==> src/verilog/modem_flow_pkg.sv <==
// Package: register map, reset values and carrier types for the modem-status block
package modem_flow_pkg;

    // ************************************************************
    // Register offsets (byte addresses on the plain register port)
    // ************************************************************
    localparam int          ADDR_W           = 3;
    localparam logic [2:0]  OFF_MODEM_CTRL   = 3'h0;
    localparam logic [2:0]  OFF_MODEM_STAT   = 3'h1;
    localparam logic [2:0]  OFF_SCRATCH      = 3'h2;
    localparam logic [2:0]  OFF_FEATURE      = 3'h3;
    localparam logic [2:0]  OFF_EVT_STATUS   = 3'h4;
    localparam logic [2:0]  OFF_EVT_MASK     = 3'h5;

    // ************************************************************
    // Field positions
    // ************************************************************
    localparam int CTRL_DTR      = 0;
    localparam int CTRL_RTS      = 1;
    localparam int CTRL_OUT1     = 2;
    localparam int CTRL_OUT2     = 3;
    localparam int CTRL_LOOP     = 4;
    localparam int FEAT_AUTO_RTS = 6;
    localparam int FEAT_AUTO_CTS = 7;
    localparam int EVT_MODEM     = 0;
    localparam int EVT_RX_TRIG   = 1;

    // ************************************************************
    // Reset values
    // ************************************************************
    localparam logic [7:0] RST_MODEM_CTRL = 8'h00;
    localparam logic [7:0] RST_SCRATCH    = 8'hff;
    localparam logic [7:0] RST_FEATURE    = 8'h00;
    localparam logic [1:0] RST_EVT_MASK   = 2'h3;

    // Modem inputs, all active low, as sampled from the pins
    typedef struct packed {
        logic cdN;
        logic riN;
        logic dsrN;
        logic ctsN;
    } modem_in_t;

    // Modem outputs, all active low
    typedef struct packed {
        logic out2N;
        logic out1N;
        logic rtsN;
        logic dtrN;
    } modem_out_t;

endpackage

==> src/verilog/modem_status_and_hw_flow.sv <==
// Modem-status register, change flags, scratch byte and automatic CTS/RTS flow control
//
// Local design decisions: the placing of the registers and the plain strobed port.
`timescale 1ns/1ps
`default_nettype none

module modem_status_and_hw_flow
    import modem_flow_pkg::*;
#(
    parameter int CNT_W = 6
) (
    input  wire logic              mclk,
    input  wire logic              rst,
    input  wire logic [ADDR_W-1:0] regAddr,
    input  wire logic [7:0]        regWrData,
    input  wire logic              regWr,
    input  wire logic              regRd,
    output logic      [7:0]        regRdData,
    input  wire modem_in_t         modemIn,
    output modem_out_t             modemOut,
    input  wire logic [CNT_W-1:0]  rxFillCount,
    input  wire logic [CNT_W-1:0]  rxTrigLevel,
    input  wire logic [CNT_W-1:0]  rxNextLevel,
    output logic                   txHalt,
    output logic                   irq
);

    // ************************************************************
    // State
    // ************************************************************
    typedef struct packed {
        logic [7:0] modemCtrl;
        logic [7:0] scratch;
        logic [7:0] feature;
        logic [3:0] changeFlags;
        logic [3:0] prevUpper;
        logic       primed;
        logic       rtsHeld;
        logic       rxAtTrig;
        logic       txHalt;
        logic [1:0] evtStatus;
        logic [1:0] evtMask;
        logic [7:0] rdData;
        modem_out_t pins;
    } state_t;

    state_t state_reg;
    state_t state_next;

    // Sticky flag update: a new event wins over a clear in the same cycle
    function automatic logic [3:0] stickyUpdate(input logic [3:0] cur,
                                                input logic [3:0] set,
                                                input logic [3:0] clr);
        stickyUpdate = (cur & ~clr) | set;
    endfunction

    // ************************************************************
    // Combinational views
    // ************************************************************
    logic [3:0] upperNow;
    logic [3:0] changeSet;
    logic [7:0] statusView;
    logic [7:0] featureView;
    logic       loopMode;
    logic       rdStatus;
    logic       wrHit;
    logic       trigEdge;
    logic       anyNewFlag;
    logic [CNT_W-1:0] lowerLevel;

    assign loopMode = state_reg.modemCtrl[CTRL_LOOP];

    // Upper status nibble: loop-back source or inverted pins
    always_comb begin
        if (loopMode) begin
            upperNow = {state_reg.modemCtrl[CTRL_OUT2],
                        state_reg.modemCtrl[CTRL_OUT1],
                        state_reg.modemCtrl[CTRL_DTR],
                        state_reg.modemCtrl[CTRL_RTS]};
        end else begin
            upperNow = ~{modemIn.cdN, modemIn.riN, modemIn.dsrN, modemIn.ctsN};
        end
    end

    // Change detection; the first cycle after reset only primes the history
    always_comb begin
        changeSet = 4'h0;
        if (state_reg.primed) begin
            changeSet[3] = upperNow[3] ^ state_reg.prevUpper[3];
            changeSet[1] = upperNow[1] ^ state_reg.prevUpper[1];
            changeSet[0] = upperNow[0] ^ state_reg.prevUpper[0];
            // Ring pin rising means the status bit falls
            changeSet[2] = state_reg.prevUpper[2] & ~upperNow[2];
        end
    end

    assign statusView  = {upperNow, state_reg.changeFlags};
    // Auto RTS bit reads zero while hardware has RTS raised
    assign featureView = {state_reg.feature[7],
                          state_reg.feature[FEAT_AUTO_RTS] & ~state_reg.rtsHeld,
                          state_reg.feature[5:0]};
    assign rdStatus    = regRd && (regAddr == OFF_MODEM_STAT);
    assign wrHit       = regWr;
    assign anyNewFlag  = |(changeSet & ~state_reg.changeFlags);
    assign lowerLevel  = (rxTrigLevel == '0) ? '0 : rxTrigLevel - CNT_W'(1);
    assign trigEdge    = (rxFillCount >= rxTrigLevel) && !state_reg.rxAtTrig;

    // ************************************************************
    // Next-state logic
    // ************************************************************
    always_comb begin
        state_next           = state_reg;
        state_next.primed    = 1'b1;
        state_next.prevUpper = upperNow;
        state_next.rdData    = 8'h00;

        // Register writes
        if (wrHit) begin
            unique case (regAddr)
                OFF_MODEM_CTRL: state_next.modemCtrl = regWrData;
                OFF_SCRATCH:    state_next.scratch   = regWrData;
                OFF_FEATURE:    state_next.feature   = regWrData;
                OFF_EVT_MASK:   state_next.evtMask   = regWrData[1:0];
                default: ;
            endcase
        end

        // Change flags: read clears, new change keeps its flag
        state_next.changeFlags = stickyUpdate(state_reg.changeFlags, changeSet,
                                              {4{rdStatus}});

        // Receive trigger tracking for the trigger event
        state_next.rxAtTrig = rxFillCount >= rxTrigLevel;

        // Automatic RTS hysteresis
        if (!state_reg.feature[FEAT_AUTO_RTS]) begin
            state_next.rtsHeld = 1'b0;
        end else if (rxFillCount >= rxNextLevel) begin
            state_next.rtsHeld = 1'b1;
        end else if (rxFillCount < lowerLevel) begin
            state_next.rtsHeld = 1'b0;
        end

        // Automatic CTS: halt while the CTS pin is high
        state_next.txHalt = state_reg.feature[FEAT_AUTO_CTS] && modemIn.ctsN;

        // Sticky events, write one to clear, set wins
        state_next.evtStatus[EVT_MODEM] = anyNewFlag |
            (state_reg.evtStatus[EVT_MODEM] &
             ~(wrHit && regAddr == OFF_EVT_STATUS && regWrData[EVT_MODEM]));
        state_next.evtStatus[EVT_RX_TRIG] =
            (trigEdge && state_reg.feature[FEAT_AUTO_RTS]) |
            (state_reg.evtStatus[EVT_RX_TRIG] &
             ~(wrHit && regAddr == OFF_EVT_STATUS && regWrData[EVT_RX_TRIG]));

        // Pin drive; loop-back keeps the outputs at their inactive level
        if (loopMode) begin
            state_next.pins = '1;
        end else begin
            state_next.pins.dtrN  = ~state_reg.modemCtrl[CTRL_DTR];
            state_next.pins.out1N = ~state_reg.modemCtrl[CTRL_OUT1];
            state_next.pins.out2N = ~state_reg.modemCtrl[CTRL_OUT2];
            if (state_reg.feature[FEAT_AUTO_RTS]) begin
                state_next.pins.rtsN = state_reg.rtsHeld | ~state_reg.modemCtrl[CTRL_RTS];
            end else begin
                state_next.pins.rtsN = ~state_reg.modemCtrl[CTRL_RTS];
            end
        end

        // Read data, one cycle after the strobe
        if (regRd) begin
            unique case (regAddr)
                OFF_MODEM_CTRL: state_next.rdData = state_reg.modemCtrl;
                OFF_MODEM_STAT: state_next.rdData = statusView;
                OFF_SCRATCH:    state_next.rdData = state_reg.scratch;
                OFF_FEATURE:    state_next.rdData = featureView;
                OFF_EVT_STATUS: state_next.rdData = {6'h00, state_reg.evtStatus};
                OFF_EVT_MASK:   state_next.rdData = {6'h00, state_reg.evtMask};
                default:        state_next.rdData = 8'h00;
            endcase
        end
    end

    // ************************************************************
    // Registers
    // ************************************************************
    always_ff @(posedge mclk) begin
        if (rst) begin
            state_reg             <= '0;
            state_reg.modemCtrl   <= RST_MODEM_CTRL;
            state_reg.scratch     <= RST_SCRATCH;
            state_reg.feature     <= RST_FEATURE;
            state_reg.changeFlags <= 4'h0;
            state_reg.evtMask     <= RST_EVT_MASK;
            state_reg.pins        <= '1;
        end else begin
            state_reg <= state_next;
        end
    end

    // Outputs
    assign regRdData = state_reg.rdData;
    assign modemOut  = state_reg.pins;
    assign txHalt    = state_reg.txHalt;
    assign irq       = |(state_reg.evtStatus & state_reg.evtMask);

    // ************************************************************
    // Assertions
    // ************************************************************
    property p_status_normal;
        @(posedge mclk) disable iff (rst)
        (regRd && regAddr == OFF_MODEM_STAT && !loopMode) |=>
            regRdData[7:4] == ~$past({modemIn.cdN, modemIn.riN, modemIn.dsrN, modemIn.ctsN});
    endproperty
    a_status_normal: assert property (p_status_normal)
        else $error("status upper bits do not mirror pins");

    property p_status_loop;
        @(posedge mclk) disable iff (rst)
        (regRd && regAddr == OFF_MODEM_STAT && loopMode) |=>
            regRdData[7:4] == $past({state_reg.modemCtrl[3:2],
                                     state_reg.modemCtrl[0], state_reg.modemCtrl[1]});
    endproperty
    a_status_loop: assert property (p_status_loop)
        else $error("loop-back status wrong");

    property p_cts_change;
        @(posedge mclk) disable iff (rst)
        (state_reg.primed && !loopMode && $changed(modemIn.ctsN) && $stable(loopMode))
            |=> state_reg.changeFlags[0];
    endproperty
    a_cts_change: assert property (p_cts_change)
        else $error("cts change not flagged");

    property p_ri_fall_no_flag;
        @(posedge mclk) disable iff (rst)
        (!loopMode && $stable(loopMode) && $fell(modemIn.riN) && !state_reg.changeFlags[2])
            |=> !state_reg.changeFlags[2];
    endproperty
    a_ri_fall_no_flag: assert property (p_ri_fall_no_flag)
        else $error("ring flag set on wrong edge");

    property p_read_clears;
        @(posedge mclk) disable iff (rst)
        (rdStatus && changeSet == 4'h0) |=> state_reg.changeFlags == 4'h0;
    endproperty
    a_read_clears: assert property (p_read_clears)
        else $error("status read did not clear flags");

    property p_flag_irq;
        @(posedge mclk) disable iff (rst)
        (anyNewFlag && state_reg.evtMask[EVT_MODEM]) |=> irq;
    endproperty
    a_flag_irq: assert property (p_flag_irq)
        else $error("change flag gave no interrupt");

    property p_scratch;
        @(posedge mclk) disable iff (rst)
        (regWr && regAddr == OFF_SCRATCH) ##1 (regRd && regAddr == OFF_SCRATCH && !regWr)
            |=> regRdData == $past(regWrData, 2);
    endproperty
    a_scratch: assert property (p_scratch)
        else $error("scratch byte lost");

    property p_auto_cts;
        @(posedge mclk) disable iff (rst)
        state_reg.feature[FEAT_AUTO_CTS] |=> txHalt == $past(modemIn.ctsN);
    endproperty
    a_auto_cts: assert property (p_auto_cts)
        else $error("transmit halt does not follow cts");

    property p_rts_hold;
        @(posedge mclk) disable iff (rst)
        (state_reg.feature[FEAT_AUTO_RTS] && rxFillCount >= rxNextLevel) |=>
            state_reg.rtsHeld ##1 (loopMode || modemOut.rtsN);
    endproperty
    a_rts_hold: assert property (p_rts_hold)
        else $error("auto rts did not raise the pin");

    property p_rts_release;
        @(posedge mclk) disable iff (rst)
        (state_reg.feature[FEAT_AUTO_RTS] && rxFillCount < lowerLevel
         && rxFillCount < rxNextLevel) |=> !state_reg.rtsHeld;
    endproperty
    a_rts_release: assert property (p_rts_release)
        else $error("auto rts did not release");

    property p_rts_plain;
        @(posedge mclk) disable iff (rst)
        (!state_reg.feature[FEAT_AUTO_RTS] && !loopMode) |=>
            modemOut.rtsN == !$past(state_reg.modemCtrl[CTRL_RTS]);
    endproperty
    a_rts_plain: assert property (p_rts_plain)
        else $error("rts does not follow control bit");

    property p_reset_pins;
        @(posedge mclk) $past(rst) |-> (modemOut.rtsN && modemOut.dtrN
                                         && state_reg.changeFlags == 4'h0);
    endproperty
    a_reset_pins: assert property (p_reset_pins)
        else $error("reset state wrong");

    property p_dsr_change;
        @(posedge mclk) disable iff (rst)
        (state_reg.primed && !loopMode && $changed(modemIn.dsrN) && $stable(loopMode))
            |=> state_reg.changeFlags[1];
    endproperty
    a_dsr_change: assert property (p_dsr_change)
        else $error("dsr change not flagged");

    property p_cd_change;
        @(posedge mclk) disable iff (rst)
        (state_reg.primed && !loopMode && $changed(modemIn.cdN) && $stable(loopMode))
            |=> state_reg.changeFlags[3];
    endproperty
    a_cd_change: assert property (p_cd_change)
        else $error("cd change not flagged");

    property p_ri_rise_flag;
        @(posedge mclk) disable iff (rst)
        (state_reg.primed && !loopMode && $stable(loopMode) && $rose(modemIn.riN))
            |=> state_reg.changeFlags[2];
    endproperty
    a_ri_rise_flag: assert property (p_ri_rise_flag)
        else $error("ring rising edge not flagged");

    // Trigger edge must raise its event while auto RTS is on
    property p_trig_event;
        @(posedge mclk) disable iff (rst)
        (trigEdge && state_reg.feature[FEAT_AUTO_RTS]) |=> state_reg.evtStatus[EVT_RX_TRIG];
    endproperty
    a_trig_event: assert property (p_trig_event)
        else $error("trigger level gave no event");

    property p_loop_pins;
        @(posedge mclk) disable iff (rst)
        loopMode |=> modemOut == '1;
    endproperty
    a_loop_pins: assert property (p_loop_pins)
        else $error("loop-back outputs not parked");

    // Read data must not linger past its one cycle
    property p_rd_idle;
        @(posedge mclk) disable iff (rst)
        !regRd |=> regRdData == 8'h00;
    endproperty
    a_rd_idle: assert property (p_rd_idle)
        else $error("read data left standing");

    property p_reset_quiet;
        @(posedge mclk) $past(rst) |-> (!txHalt && !irq && regRdData == 8'h00);
    endproperty
    a_reset_quiet: assert property (p_reset_quiet)
        else $error("outputs not quiet after reset");

    property p_reset_feature;
        @(posedge mclk) $past(rst) |-> (state_reg.feature == RST_FEATURE);
    endproperty
    a_reset_feature: assert property (p_reset_feature)
        else $error("feature enables not cleared by reset");

    c_loop_read: cover property (@(posedge mclk) disable iff (rst) rdStatus && loopMode);
    c_ri_flag: cover property (@(posedge mclk) disable iff (rst) changeSet[2]);
    c_rts_held: cover property (@(posedge mclk) disable iff (rst) $rose(state_reg.rtsHeld));
    c_tx_halt: cover property (@(posedge mclk) disable iff (rst) $rose(txHalt));
    c_trig_evt: cover property (@(posedge mclk) disable iff (rst)
                                $rose(state_reg.evtStatus[EVT_RX_TRIG]));

endmodule // modem_status_and_hw_flow

`default_nettype wire

==> config.mk <==
export PLATFORM = sky130hd
export DESIGN_NAME = modem_status_and_hw_flow
export DESIGN_NICKNAME = d
export VERILOG_FILES = /design/src/verilog/modem_flow_pkg.sv /design/src/verilog/modem_status_and_hw_flow.sv
export SDC_FILE = /design/constraint.sdc
export NUM_CORES = 1
export LEC_CHECK = 0
export BUFFER_PORTS_ARGS = -buffer_cell sky130_fd_sc_hd__buf_2
export CORE_MARGIN = 1
export CORE_UTILIZATION = 44
export CTS_CLUSTER_DIAMETER = 40
export DETAILED_ROUTE_END_ITERATION = 10
export PLACE_DENSITY = 0.66
export SLEW_MARGIN = 20
export SYNTH_ARGS = -nofsm -noshare
export SYNTH_HDL_FRONTEND = slang
export SYNTH_SLANG_ARGS = --single-unit
export TNS_END_PERCENT = 100
==> constraint.sdc <==
create_clock -name mclk -period 3.1 [get_ports mclk]
set_input_delay 0.62 -clock mclk [delete_from_list [all_inputs] [get_ports mclk]]
set_output_delay 0.62 -clock mclk [all_outputs]
set_load 0.02 [all_outputs]
==> results of run 1 <==
-- synth_stat cells, drive strengths merged, types with 4 or more instances --
cell and number:
buf 21, o211ai 4, mux2i 14, mux2 4, a21oi 29, o22a 4, ha 18, xnor2 4
o21ai 6, nand3b 4, nor3 4, nand2 60, nor2 23, a22oi 9, clkbuf 5, nand3 8
dfxtp 52, inv 21, a21o 5
-- worst max-delay path by stage --
stage,startpoint,to,cells past startpoint
6_report,rxTrigLevel[0],state_reg[18],11
2_1_floorplan,rxTrigLevel[1],state_reg[18],10
3_3_place_gp,rxTrigLevel[0],state_reg[18],11
3_5_place_dp,rxTrigLevel[0],state_reg[18],11
4_1_cts,rxTrigLevel[0],state_reg[18],11
5_1_grt,rxTrigLevel[1],state_reg[18],11
-- cell families (layout without fill, tap and decap cells) --
| group | count (synthesis) | after routing | synth area share (%) |
|---|---|---|---|
| compound gates | 63 | 63 | 15.1 |
| xor+xnor | 5 | 5 | 1.64 |
| flops | 52 | 52 | 38.9 |
| simple gates | 115 | 115 | 19.5 |
| fa+ha+maj | 18 | 18 | 8.42 |
| mux | 19 | 19 | 7.76 |
| buf+inv | 47 | 80 | 8.65 |
-- metrics by stage --
step	area (um^2)	util [%]	power [uW]	worst slack, ns
global placement	2880	48.9	915	0.249
finish	2970	50.4	1300	0.447
global route	2970	50.4	1370	0.324
detailed placement	2880	48.9	921	0.126
floorplan	2680	-	855	0.440
CTS	2970	50.4	1310	0.439
-- power by group --
group | switching, uW | internal [uW] | leakage (uW)
combinational | 117 | 87.1 | 0.000834
clock | 215 | 179 | 0.0000510
sequential | 13.1 | 689 | 0.000424
total | 346 | 955 | 0.00131
-- metal layers --
| metal | global-route usage (%) | wire length (um) |
|---|---|---|
| met1 | 27.2 | 2860 |
| met2 | 33.9 | 2730 |
| met3 | 3.09 | 315 |
| met4 | 5.36 | 54 |
| met5 | 0 | 0 |
-- cell type report --
| cell class | instances | area [um^2] |
|---|---|---|
| clock inverter | 2 | 10.0 |
| clock buffer | 6 | 82.6 |
| tap | 75 | 93.8 |
| fill | 593 | 2920 |
| inverter | 21 | 78.8 |
| sequential | 52 | 1040 |
| multi-input combinational | 220 | 1400 |
| timing repair buffer | 51 | 258 |
-- worst reg2reg max path: stages (launching register included) --
cell and delay [ns]:
dfxtp_1 0.56, mux2i_1 0.37, xnor2_1 0.19, nand3b_1 0.10
a41oi_1 0.21
==> impl_metrics.tcl, run 1 <==
set metrics [dict create \
    start_util_pct 45.5 \
    synth_area_per_cell_um2 8.39 \
    vias_per_cell 5.25 \
    totalWireLength_um 5960 \
    vias 2243 \
    drcViolationCount 0 \
    grt.total_usage_pct 20.3 \
    cts_resized 0 \
    powerDensity_mw_per_mm2 438 \
    period_minus_slack_ns 2.65 \
    mostFrequentLayoutCell "nand2_1" \
    status "completed" \
    coreArea_mm2 0.00589 \
    synth_edf_count 0 \
    max-slew-margin-rel_pct 57.9 \
    r2r_start "loopMode" \
    rows 28 \
    largest_register_ffs 31 \
    critical-path-top-delay-family "simple AND/OR/NAND/NOR gates" \
    cts_tree "yes" \
    holdPathStages 1 \
    required_ns 3.30 \
    port_buffers 50 \
    synthesis.area_mm2 0.00268 \
    fp.dieW_um 80.0 \
    synth_ff_type "dfxtp_1" \
    yosysWarnings 0 \
    hold_violations 0 \
    grt_max_degree 29 \
    cp_slowest_cell "or3b_1" \
    path_common_cell "ha_1" \
    insertion_delay_ns 0.30 \
    post-route-period-util_pct 85.6 \
    min_to "modemOut[1]" \
    reg2reg_depth 4 \
    timing.fmax_ghz 0.377 \
    final_cell_mix "60 x nand2_1, 52 x dfxtp_1, 50 x buf_2" \
    drv_slew 0 \
    cts_sinks 52 \
    overflow 0 \
    cts_max_level 2 \
    synth.distinct_cells 42 \
    setup_viol 0 \
    finalSetupTns_ns 0 \
    cp_max_fo 4 \
    vdd_drop_max_v 0.000235 \
    dp_hpwl_um 4400 \
    ys_seq_area_share_pct 38.9 \
    hp-class "flip-flop to flip-flop" \
    grt_pass1_vias 2126 \
    ys_ff_latch 52 \
    hold_slack_ns 0.450 \
    place_congestion 0.797 \
    postRouteAntennaNets 0 \
    post_cts.repair.setup_buffers 0 \
    ys_top_cells_by_area "dfxtp_1 39%, ha_1 8.4%, nand2_1 8.4%" \
    worstPathCellList "buf_2 -> inv_1 -> ha_1 -> or3b_1 -> or3_4 -> or2b_1 -> ha_1 -> o211ai_1 -> a21oi_1 -> a221oi_2 -> a21oi_2" \
    synth_fp_nets 374 \
    critPathBufInv 2 \
    fin_nets 406 \
    antenna_found_initial 0 \
    end_kind "flip-flop" \
    grt_pass1_wl_um 9960 \
    syn_inst 319 \
    async_flop_share_pct 0 \
    path_clk_slew_ns 0.09 \
    drive_gt1_share_pct 19.3 \
    die_h_um 80.0 \
    synth_top_area_share_pct 38.9 \
    die_area_mm2 0.00640 \
    first_iter_violations 108 \
    skew_ns 0.00719 \
    fin_cells 427 \
    cts-buffers-inserted 5 \
    clockBufferDepth 2 \
    placed_cells 419 \
    holdBufCountCts 0 \
    r2r_slack_ns 1.59 \
    antennaDiodeCount 0 \
    worstSetupPathType "primary input to flip-flop" \
    worstMarginPinSlew_ns 0.629 \
    cp_slowest_stage_delay_ns 0.41 \
    synth.largest_area_cell "dfxtp_1" \
    wl_per_cell_um 14.0 \
    holdCritStartpoint "state_reg[45]" \
    r2r-end "state_reg[14]" \
    io_pins 51 \
    area_growth_syn_to_layout_pct 10.9 \
    cts_root_buffer "clkbuf_8" \
    cp.arrival_ns 2.85 \
    p_leak_uw 0.00131 \
    rsz0062_at_grt "false" \
    drt_pass1_iterations 4 \
    setup.worst_path.start_class "primary input" \
    drv_cap 0 \
]
No activity file was read; power rests on OpenSTA's default activity.
==> inputs of run 2 (changes only) <==
Settings changed: PLACE_DENSITY 0.66 to unset, PLACE_DENSITY_LB_ADDON set to 0.3.
==> impl_metrics.tcl, run 2 (same netlist as run 1, synthesis figures left out) <==
set metrics [dict create \
    powerDensity_mw_per_mm2 434 \
    dp_hpwl_um 4360 \
    rows 28 \
    cts_tree "yes" \
    max-slew-margin-rel_pct 56.0 \
    port_buffers 50 \
    p_clk_share_pct 29.8 \
    drive_gt1_share_pct 19.0 \
    pwr-share-seq_pct 54.5 \
    critPathBufInv 2 \
    drt_pass1_iterations 4 \
    insertion_delay_ns 0.31 \
    vias 2205 \
    internal_power_uw 937 \
    status "completed" \
    cp_slowest_cell "or3b_1" \
    drv_cap 0 \
    placed_cells 419 \
    timing.fmax_ghz 0.386 \
    worstSetupPathType "primary input to flip-flop" \
    antennaDiodeCount 0 \
    wl_per_cell_um 13.6 \
    cp_max_fo 4 \
    vdd_drop_max_v 0.000260 \
    overflow 0 \
    cts_max_level 2 \
    rsz0062_at_grt "false" \
    postRouteAntennaNets 0 \
    switching_power_uw 350 \
    cts_sinks 52 \
    path_common_cell "ha_1" \
    grt.total_usage_pct 19.5 \
    grt_pass1_vias 2126 \
    totalWireLength_um 5790 \
    setup.worst_path.start_class "primary input" \
    period_minus_slack_ns 2.59 \
    path_clk_slew_ns 0.09 \
    skew_ns 0.0142 \
    hold_violations 0 \
    hp-class "flip-flop to flip-flop" \
    place_congestion 0.784 \
    worstPathCellList "buf_2 -> inv_1 -> ha_1 -> or3b_1 -> or3_4 -> or2b_1 -> ha_1 -> o211ai_1 -> a21oi_1 -> a221oi_2 -> a21oi_2" \
    area_growth_syn_to_layout_pct 10.8 \
    grt_max_degree 29 \
    antenna_found_initial 0 \
    post_cts.repair.setup_buffers 0 \
    required_ns 3.29 \
    fp.dieW_um 80.0 \
    clockBufferDepth 2 \
    cts_root_buffer "clkbuf_8" \
    critical-path-top-delay-family "simple AND/OR/NAND/NOR gates" \
    first_iter_violations 135 \
    drcViolationCount 0 \
    coreArea_mm2 0.00589 \
    end_kind "flip-flop" \
    start_util_pct 45.5 \
    worstMarginPinSlew_ns 0.658 \
    cts_resized 0 \
    cp.arrival_ns 2.78 \
    grt_pass1_wl_um 9630 \
    holdBufCountCts 0 \
    mostFrequentLayoutCell "nand2_1" \
    fin_cells 427 \
    comb_power_share_pct 15.6 \
    cp_slowest_stage_delay_ns 0.40 \
    die_area_mm2 0.00640 \
    netSwitchingFraction_pct 27.2 \
    pre_cts_ws_ns 0.206 \
    cts-buffers-inserted 5 \
    drv_slew 0 \
    largest_register_ffs 31 \
    finalSetupTns_ns 0 \
    vias_per_cell 5.16 \
    final_cell_mix "60 x nand2_1, 52 x dfxtp_1, 50 x buf_2" \
    die_h_um 80.0 \
    worst_slack_ns 0.510 \
    p_leak_uw 0.00130 \
    fin_nets 406 \
    finish.utilization_pct 50.4 \
    io_pins 51 \
    post-route-period-util_pct 83.5 \
    setup_viol 0 \
]
run 2: power by group through the flow:
stage / logic, uW / clock network (uW) / registers (uW)
after floorplan: 141 / 0 / 714
after global placement: 197 / 0 / 717
after detailed placement: 201 / 0 / 718
after CTS: 202 / 394 / 702
after global routing: 229 / 417 / 704
final: 201 / 384 / 702
run 2: worst paths after layout:
path	startpoint	end	slack (ns)	depth (start not counted)
max	rxTrigLevel[1]	state_reg[18]	0.51	11
min	featureView[2]	featureView[2]	0.46	2
max reg2reg	loopMode	state_reg[14]	1.63	4
min reg2reg	featureView[2]	featureView[2]	0.46	2
run 2: cell type report:
class | instances | area, um^2
Fill cell | 597 | 2920
Multi-Input combinational cell | 220 | 1400
Sequential cell | 52 | 1040
Timing Repair Buffer | 51 | 258
Tap cell | 75 | 93.8
Inverter | 21 | 78.8
Clock buffer | 6 | 72.6
Clock inverter | 2 | 16.3
run 2: worst reg2reg max path: stages (launching register included):
cell and delay (ns):
dfxtp_1 0.55, mux2i_1 0.36, nand3_1 0.15, a2bb2oi_1 0.15, a41oi_1 0.18
run 2: layer usage:
layer / GRT usage [%] / wire length (um)
met1: 26.0 / 2830
met2: 32.6 / 2630
met3: 2.63 / 264
met4: 5.71 / 63
met5: 0 / 0
run 2: metrics by stage:
step / instance area [um^2] / power [uW] / hold WS [ns]
3_3_place_gp: 2880 / 914 / 0.433
4_1_cts: 2960 / 1300 / 0.463
6_report: 2960 / 1290 / 0.459
2_1_floorplan: 2680 / 855 / 0.381
3_5_place_dp: 2880 / 919 / 0.440
5_1_grt: 2960 / 1350 / 0.480
